--- config.mk ---
export PLATFORM = sky130hd
export DESIGN_NAME = usb_event_flags
export DESIGN_NICKNAME = d
export VERILOG_FILES = /design/src/usb_flag_pkg.sv /design/src/usb_event_flags.sv /design/src/usb_hold_timer.sv
export VERILOG_INCLUDE_DIRS = /design/src
export SDC_FILE = /design/constraint.sdc
export NUM_CORES = 1
export LEC_CHECK = 0
export BUFFER_PORTS_ARGS = -buffer_cell sky130_fd_sc_hd__buf_2
export CORE_AREA = 5 5 160 162
export DETAILED_ROUTE_END_ITERATION = 12
export DIE_AREA = 0 0 165 167
export PLACE_DENSITY = 0.54
export SYNTH_ARGS = -nofsm -noshare
export SYNTH_HDL_FRONTEND = slang
export SYNTH_SLANG_ARGS = --single-unit
--- constraint.sdc ---
create_clock -name hclk -period 3.65 [get_ports hclk]
set_input_delay 0.1825 -clock hclk [delete_from_list [all_inputs] [get_ports hclk]]
set_output_delay 0.1825 -clock hclk [all_outputs]
set_load 0.005 [all_outputs]
--- src/usb_flag_consts.svh ---
// constants for the usb event flag block: offsets, bit positions, reset values, timing
// assumes a 40 MHz system clock on hclk; included by its bare name
`ifndef USB_FLAG_CONSTS_SVH
`define USB_FLAG_CONSTS_SVH

// ----------------------------------------------------------------
// register offsets (byte addresses, low address byte decoded)
// ----------------------------------------------------------------
`define OFS_FLAGS 8'h00
`define OFS_FLAG_EN 8'h04
`define OFS_CTRL 8'h08
`define OFS_ERR_EN 8'h0C
`define OFS_XFER_STAT 8'h10
`define OFS_FIFO_LVL 8'h14

// ----------------------------------------------------------------
// flag bit positions and masks
// ----------------------------------------------------------------
`define FLAG_STALL 7
`define FLAG_ATTACH 6
`define FLAG_RESUME 5
`define FLAG_IDLE 4
`define FLAG_TOKEN 3
`define FLAG_SOF 2
`define FLAG_ERR 1
`define FLAG_RSTDET 0
`define FLAG_W1C_MASK 8'hFD
`define CTRL_HOST_BIT 0
`define FLAGS_RST 8'h00
`define EN_RST 8'h00
`define WORD_ZERO 32'h0000_0000
`define UPPER_ZERO 24'h00_0000

// ----------------------------------------------------------------
// line states as {dp, dm}, full speed
// ----------------------------------------------------------------
`define LINE_SE0 2'b00
`define LINE_J 2'b10
`define LINE_K 2'b01

// ----------------------------------------------------------------
// timing
// ----------------------------------------------------------------
`define CLK_PERIOD_NS 25
`define RESUME_K_NS 2500
`define ATTACH_QUIET_NS 2500
`define DETACH_SE0_NS 2500
`define IDLE_J_MS 3
`define RESUME_K_CYC ((`RESUME_K_NS + `CLK_PERIOD_NS - 1) / `CLK_PERIOD_NS)
`define ATTACH_QUIET_CYC ((`ATTACH_QUIET_NS + `CLK_PERIOD_NS - 1) / `CLK_PERIOD_NS)
`define DETACH_SE0_CYC ((`DETACH_SE0_NS + `CLK_PERIOD_NS - 1) / `CLK_PERIOD_NS)
`define IDLE_J_CYC ((`IDLE_J_MS * 1000000 + `CLK_PERIOD_NS - 1) / `CLK_PERIOD_NS)

`endif

--- src/usb_flag_pkg.sv ---
// types shared by the usb event flag block
// assumes nothing beyond a SystemVerilog compiler
package usb_flag_pkg;

	// ----------------------------------------------------------------
	// bus and timer types
	// ----------------------------------------------------------------
	typedef enum logic [1:0] {
		HT_IDLE = 2'b00,
		HT_BUSY = 2'b01,
		HT_NONSEQ = 2'b10,
		HT_SEQ = 2'b11
	} htrans_e;

	typedef enum logic [1:0] {
		HOLD_WAIT = 2'b01,
		HOLD_DONE = 2'b10
	} hold_state_e;

	typedef struct packed {
		logic act;
		logic write;
		logic [7:0] ofs;
	} bus_phase_s;

endpackage

--- src/usb_event_flags.sv ---
// usb event flag register with mask, interrupt and transfer status fifo
// assumes an AHB-Lite master on hclk, line state and engine events synchronous to hclk
`timescale 1ns/100ps
`include "usb_flag_consts.svh"
module usb_event_flags import usb_flag_pkg::*;
#(
	parameter int IDLE_J_CYCLES = `IDLE_J_CYC,
	parameter int FIFO_DEPTH = 4,
	parameter int STAT_W = 8
)
(
	// system
	input wire logic hclk,
	input wire logic hresetn,
	// ahb-lite slave
	input wire logic hsel,
	input wire logic [31:0] haddr,
	input wire logic [1:0] htrans,
	input wire logic hwrite,
	input wire logic [2:0] hsize,
	input wire logic [31:0] hwdata,
	input wire logic hready,
	output logic hreadyout,
	output logic hresp,
	output logic [31:0] hrdata,
	// usb line
	input wire logic line_dp,
	input wire logic line_dm,
	input wire logic bus_activity,
	// packet engine events
	input wire logic stall_rx,
	input wire logic stall_tx,
	input wire logic sof_rx,
	input wire logic sof_threshold,
	input wire logic usb_reset_valid,
	input wire logic token_done,
	input wire logic [STAT_W-1:0] token_stat,
	output logic token_ready,
	input wire logic [7:0] err_status,
	// mode and interrupt
	output logic host_mode_enable,
	output logic irq
);
	localparam int PTR_W = $clog2(FIFO_DEPTH);
	localparam int IDLE_W = $clog2(IDLE_J_CYCLES + 1);
	localparam logic [PTR_W:0] FULL = (PTR_W + 1)'(FIFO_DEPTH);
	localparam logic [7:0] RESUME_CYC = 8'(`RESUME_K_CYC);

	typedef struct packed {
		bus_phase_s ph;
		logic [31:0] rdata;
		logic [7:0] flags;
		logic [7:0] flag_en;
		logic host_en;
		logic attach_armed;
		logic [7:0] err_en;
		logic [FIFO_DEPTH-1:0][STAT_W-1:0] mem;
		logic [PTR_W-1:0] rd_ptr;
		logic [PTR_W-1:0] wr_ptr;
		logic [PTR_W:0] count;
		logic [7:0] k_run;
	} state_s;

	if (FIFO_DEPTH < 2 || (2 ** PTR_W) != FIFO_DEPTH || STAT_W < 1 || STAT_W > 32)
	begin : g_bad
		$error("fifo depth must be a power of two, status width 1 to 32");
	end

	state_s s_reg;
	state_s s_next;
	logic [1:0] line;
	logic line_k;
	logic line_j;
	logic line_se0;
	logic attach_hit;
	logic detach_hit;
	logic resume_hit;
	logic idle_hit;
	logic addr_ok;
	logic wr;
	logic [7:0] clr;
	logic [7:0] set;
	logic push;
	logic pop;
	logic err_live;
	logic [PTR_W:0] count_after;

	assign line = {line_dp, line_dm};
	assign line_k = (line == `LINE_K);
	assign line_j = (line == `LINE_J);
	assign line_se0 = (line == `LINE_SE0);

	// ----------------------------------------------------------------
	// line condition timers
	// ----------------------------------------------------------------
	usb_hold_timer #(.HOLD_CYCLES(`ATTACH_QUIET_CYC), .CNT_W(8)) u_attach
	(
		.hclk(hclk),
		.hresetn(hresetn),
		.cond(s_reg.host_en && !bus_activity && !line_se0),
		.hit(attach_hit)
	);

	usb_hold_timer #(.HOLD_CYCLES(`DETACH_SE0_CYC), .CNT_W(8)) u_detach
	(
		.hclk(hclk),
		.hresetn(hresetn),
		.cond(s_reg.host_en && line_se0),
		.hit(detach_hit)
	);

	usb_hold_timer #(.HOLD_CYCLES(`RESUME_K_CYC), .CNT_W(8)) u_resume
	(
		.hclk(hclk),
		.hresetn(hresetn),
		.cond(line_k),
		.hit(resume_hit)
	);

	usb_hold_timer #(.HOLD_CYCLES(IDLE_J_CYCLES), .CNT_W(IDLE_W)) u_idle
	(
		.hclk(hclk),
		.hresetn(hresetn),
		.cond(line_j && !bus_activity),
		.hit(idle_hit)
	);

	// ----------------------------------------------------------------
	// event, bus and fifo logic
	// ----------------------------------------------------------------
	assign addr_ok = hsel && hready && htrans[1];
	assign wr = s_reg.ph.act && s_reg.ph.write;
	assign err_live = |(err_status & s_reg.err_en);
	assign push = token_done && (s_reg.count != FULL);
	assign count_after = s_reg.count - (PTR_W + 1)'(pop) + (PTR_W + 1)'(push);

	always_comb
	begin
		s_next = s_reg;
		clr = '0;
		if (wr && s_reg.ph.ofs == `OFS_FLAGS)
		begin
			clr = hwdata[7:0] & `FLAG_W1C_MASK;
		end
		pop = clr[`FLAG_TOKEN] && s_reg.flags[`FLAG_TOKEN] && (s_reg.count != '0);
		set = '0;
		set[`FLAG_STALL] = s_reg.host_en ? stall_rx : stall_tx;
		set[`FLAG_ATTACH] = attach_hit && s_reg.attach_armed;
		set[`FLAG_RESUME] = resume_hit;
		set[`FLAG_IDLE] = idle_hit;
		// a further entry waiting behind the popped one raises the flag again
		set[`FLAG_TOKEN] = push || (pop && count_after != '0);
		set[`FLAG_SOF] = s_reg.host_en ? sof_threshold : sof_rx;
		set[`FLAG_RSTDET] = s_reg.host_en ? detach_hit : usb_reset_valid;
		s_next.flags = (s_reg.flags & ~clr) | set;
		s_next.flags[`FLAG_ERR] = err_live;
		if (detach_hit || (set[`FLAG_ATTACH]))
		begin
			s_next.attach_armed = detach_hit;
		end
		if (wr && s_reg.ph.ofs == `OFS_FLAG_EN)
		begin
			s_next.flag_en = hwdata[7:0];
		end
		else if (wr && s_reg.ph.ofs == `OFS_CTRL)
		begin
			s_next.host_en = hwdata[`CTRL_HOST_BIT];
			// entering host mode looks for a first attach
			if (hwdata[`CTRL_HOST_BIT] && !s_reg.host_en)
			begin
				s_next.attach_armed = 1'b1;
			end
		end
		else if (wr && s_reg.ph.ofs == `OFS_ERR_EN)
		begin
			s_next.err_en = hwdata[7:0];
		end
		if (push)
		begin
			s_next.mem[s_reg.wr_ptr] = token_stat;
			s_next.wr_ptr = s_reg.wr_ptr + 1'b1;
		end
		if (pop)
		begin
			s_next.rd_ptr = s_reg.rd_ptr + 1'b1;
		end
		s_next.count = count_after;
		s_next.k_run = !line_k ? 8'h00 : (s_reg.k_run == RESUME_CYC ? s_reg.k_run :
			s_reg.k_run + 8'h01);
		s_next.ph.act = addr_ok;
		s_next.ph.write = hwrite;
		s_next.ph.ofs = haddr[7:0];
		// read data is latched in the address phase, so reads have no wait state
		s_next.rdata = `WORD_ZERO;
		if (addr_ok && !hwrite)
		begin
			if (haddr[7:0] == `OFS_FLAGS)
			begin
				s_next.rdata = {`UPPER_ZERO, s_reg.flags};
			end
			else if (haddr[7:0] == `OFS_FLAG_EN)
			begin
				s_next.rdata = {`UPPER_ZERO, s_reg.flag_en};
			end
			else if (haddr[7:0] == `OFS_CTRL)
			begin
				s_next.rdata = {31'h0000_0000, s_reg.host_en};
			end
			else if (haddr[7:0] == `OFS_ERR_EN)
			begin
				s_next.rdata = {`UPPER_ZERO, s_reg.err_en};
			end
			else if (haddr[7:0] == `OFS_XFER_STAT && s_reg.count != '0)
			begin
				s_next.rdata = 32'(s_reg.mem[s_reg.rd_ptr]);
			end
			else if (haddr[7:0] == `OFS_FIFO_LVL)
			begin
				s_next.rdata = 32'(s_reg.count);
			end
		end
	end

	always_ff @(posedge hclk or negedge hresetn)
	begin
		if (!hresetn)
		begin
			s_reg <= '0;
		end
		else
		begin
			s_reg <= s_next;
		end
	end

	assign hreadyout = 1'b1;
	assign hresp = 1'b0;
	assign hrdata = s_reg.rdata;
	assign token_ready = (s_reg.count != FULL);
	assign host_mode_enable = s_reg.host_en;
	assign irq = |(s_reg.flags & s_reg.flag_en);

	logic rd_flags;
	logic w1_stall;
	logic w0_stall;
	logic en_stall_wr;
	logic host_now;
	logic se0_now;
	assign rd_flags = addr_ok && !hwrite && haddr[7:0] == `OFS_FLAGS;
	assign w1_stall = clr[`FLAG_STALL] && !set[`FLAG_STALL];
	assign w0_stall = wr && s_reg.ph.ofs == `OFS_FLAGS && !hwdata[`FLAG_STALL];
	assign en_stall_wr = wr && s_reg.ph.ofs == `OFS_FLAG_EN && hwdata[`FLAG_STALL];
	assign host_now = s_reg.host_en;
	assign se0_now = line_se0;
endmodule

--- src/usb_hold_timer.sv ---
// hold timer: pulses once when a condition has stood for a set number of cycles
// assumes cond is synchronous to hclk
`timescale 1ns/100ps
module usb_hold_timer import usb_flag_pkg::*;
#(
	parameter int HOLD_CYCLES = 100,
	parameter int CNT_W = 17
)
(
	// system
	input wire logic hclk,
	input wire logic hresetn,
	// condition and result
	input wire logic cond,
	output logic hit
);
	typedef struct packed {
		hold_state_e st;
		logic [CNT_W-1:0] cnt;
		logic hit;
	} hold_s;

	localparam logic [CNT_W-1:0] LAST = CNT_W'(HOLD_CYCLES - 1);

	hold_s s_reg;
	hold_s s_next;

	if (HOLD_CYCLES < 1 || HOLD_CYCLES >= (2 ** CNT_W))
	begin : g_bad
		$error("hold count does not fit the counter");
	end

	// ----------------------------------------------------------------
	// counting
	// ----------------------------------------------------------------
	// once done the timer waits for cond to drop, so one hold gives one pulse
	always_comb
	begin
		s_next = s_reg;
		s_next.hit = 1'b0;
		if (!cond)
		begin
			s_next.st = HOLD_WAIT;
			s_next.cnt = '0;
		end
		else
		begin
			case (s_reg.st)
				HOLD_WAIT:
				begin
					if (s_reg.cnt == LAST)
					begin
						s_next.st = HOLD_DONE;
						s_next.hit = 1'b1;
					end
					else
					begin
						s_next.cnt = s_reg.cnt + 1'b1;
					end
				end
				HOLD_DONE:
				begin
					s_next.st = HOLD_DONE;
				end
				default:
				begin
					s_next.st = HOLD_WAIT;
					s_next.cnt = '0;
				end
			endcase
		end
	end

	always_ff @(posedge hclk or negedge hresetn)
	begin
		if (!hresetn)
		begin
			s_reg <= '{st: HOLD_WAIT, cnt: '0, hit: 1'b0};
		end
		else
		begin
			s_reg <= s_next;
		end
	end

	assign hit = s_reg.hit;

endmodule

==> results.txt <==
Outcome - completed
Clk pin slew, worst setup/hold paths - 0.06 ns
CTS tree - built
Post-Synth Adder-Cell Area - 0.0346
Syn. warnings - 0
FF-to-FF path depth - 12
Hold slack - 0.0180 ns
Largest family of logic cells by synthesized area - simple AND/OR/NAND/NOR gates
Clock buffer depth - 2
Layout Skew - 0.00967 ns
Final Max Tran Viols - 0
Max reg flops - 74
Clock sink total - 136
Pleak - 3.60 nW
Syn-to-layout area delta - 16.8%
Beginning of the worst hold path - haddr[4]
Syn avg cell area - 11.0 sq um
Largest net degree at the start of global routing - 92
Gate Count Post-Synth - 643
Post-route DRC - 0
Startpoint types - flop
Row count - 57
Nets@finish - 820
Vias in the first global route - 5052
Die Height - 167 um
First-pass GRT wire length - 27300 um
Final min period - 3.04 ns
Global router's overall resource usage - 0.125
Worst hold path cell count - 1
Antenna fix cells - 0
Vias/cell - 4.85
Crit-path max FO - 2
DRT iter0 DRCs - 283
Post-synth EDFFs - 0
Final Hold Violating Endpoints - 0
Compound-Gate Fraction of Synth Area - 0.124
GPL Wtd Cong - 0.779
Share of post-route cells with drive strength above 1 - 0.239
Sequential cell area fraction in the yosys report - 0.481
Hold endpoint - s_reg[109]
Reg2reg start - s_reg[110]
H-tree depth - 4
Dominant cell type by area after synthesis - dfrtp_1
Worst relative slew slack - 0.419
Post-synth cell types - 73
Worst endpoint data arrival time - 3.35 ns
Vias - 5039
CTS buffer count - 17
RSZ-0062 raised after global routing - no
Hpwl dp - 11500 um
Wire per inst - 16.0 um
Setup crit end kind - flop
PD cells - 534 nW/um^2
Antenna-violating nets left - 0
Worst EP required - 3.96 ns
Initial Utilization - 0.296
Worst r2r dst - s_reg[68]
Post-synthesis mux area share - 0.126
Latest clock arrival within the worst-skew pair - 0.42 ns
Synth Register Bits - 136
Max Freq - 329 MHz
Synth area leaders - dfrtp_1 47%, mux2_2 7.8%, buf_4 3.7%
Ys async rst share - 1.00
Crit share post-route - 0.832
Post-CTS Repair Setup Buffers - 0
Most used DFF post-synth - dfrtp_1
Hold Path Class - input pin to flop
Final Core Density - 0.346
Final setup fails - 0
Worst Max-Slew Pin Slew - 0.871 ns
IO Port Bufs - 57
XOR/XNOR Fraction of Synth Area - 0.00706
Worst setup path class - flop to flop
GRT overflow - 0
Netlist Area Pre-Place - 7090 sq um
Clock root cell - clkbuf_16
Post-synthesis simple-gate area fraction - 0.166
I/O Pins - 136
R2R Setup Slk - 0.61 ns
Core box area - 24000 sq um
Share of the synthesized area in the top cell type - 0.466
DIE AREA - 27600 sq um
Die W - 165 um
Reported max-cap violation count - 0
Worst VDD drop - 0.297 mV
Setup tns final - 0 ns
Initial antenna violation count - 2
Routed wire length - 16600 um
DR pass1 iterations - 4
==> cell type report <==
cell class                      count  area (sq um)
Fill cell                        2458         15700
Sequential cell                   136          3410
Multi-Input combinational cell    455          3350
Clock buffer                       19           443
Timing Repair Buffer               70           409
Tap cell                          324           405
Clock inverter                     12           188
Inverter                           22          82.6
==> logic make-up after synthesis <==
family / Yosys count
compound gates: 124
xor+xnor: 4
fa+ha+maj: 19
buf+inv: 76
flops: 136
mux: 72
other cells: 2
simple gates: 210
==> where the power goes <==
group / leakage, nW / switching (mW) / internal [mW]
logic: 1.59 / 0.290 / 0.380
clock network: 0.301 / 0.704 / 1.17
registers: 1.71 / 0.137 / 1.74
==> cell usage after synthesis (6+ instances only) <==
cell type / number
nor2b_1: 17
a2bb2oi_1: 6
o21ai_0: 21
nor3_1: 9
nand2_1: 61
mux4_2: 9
buf_4: 35
nor2_1: 26
inv_1: 22
clkbuf_1: 15
a22oi_1: 8
ha_1: 18
or4_1: 15
mux2i_1: 13
o22ai_1: 9
mux2_2: 49
dfrtp_1: 132
a21oi_1: 19
o211ai_1: 9
nand3_1: 24
==> worst max-delay path by stage <==
stage	cells after the start	startpoint	to	slack, ns
after CTS	12	s_reg[110]	s_reg[68]	0.61
after floorplan	12	s_reg[110]	s_reg[68]	0.66
after global routing	12	s_reg[110]	s_reg[68]	0.45
final	12	s_reg[110]	s_reg[68]	0.61
after global placement	12	s_reg[110]	s_reg[68]	0.64
after detailed placement	12	s_reg[110]	s_reg[68]	0.64
==> through the flow <==
stage	setup slack, ns	instance area (sq um)	cells	power [mW]
3_5_place_dp	0.638	7570	999	2.58
3_3_place_gp	0.645	7570	999	2.56
4_1_cts	0.606	8280	1038	4.47
2_1_floorplan	0.659	7180	667	2.38
6_report	0.614	8280	1038	4.42
5_1_grt	0.448	8280	1038	4.63
==> repair_timing <==
item                                   4_1_cts  5_1_grt
hold buffers                                 8        0
gates resized for setup                      0        0
endpoints found under the hold margin       93        0
==> metal layers <==
metal / global-route usage / share of wire / up-vias
met1: 0.169 / 0.48 / 2491
li1: - / - / 2445
met3: 0.0339 / 0.044 / 25
met5: 0 / 0.0016 / -
met2: 0.191 / 0.46 / 74
met4: 0.0445 / 0.022 / 4
==> critical path: stages (launching register included) <==
cell      delay, ns
dfrtp_1        0.37
or4_4          0.56
nor4_4         0.28
and2_1         0.21
ha_1           0.23
inv_1          0.05
ha_1           0.12
inv_1          0.04
fa_1           0.36
xor3_1         0.20
nor3_1         0.17
o211ai_1       0.11
a21o_1         0.20
==> layout by cell type, fill, tap and decap left out, types with 8 or more instances in the layout <==
cell,count
mux4_2,9
nand2_1,61
nor2_1,26
dfrtp_1,132
mux2_2,49
nor3_1,9
a21oi_1,19
clkbuf_16,17
a22oi_1,8
o211ai_1,9
o21ai_0,21
nor2b_1,17
ha_1,18
conb_1,26
dlygate4sd3_1,8
o22ai_1,9
mux2i_1,13
or4_1,15
inv_1,22
buf_2,56
nand3_1,24
Note: power is estimated with default switching activity, not from simulation.
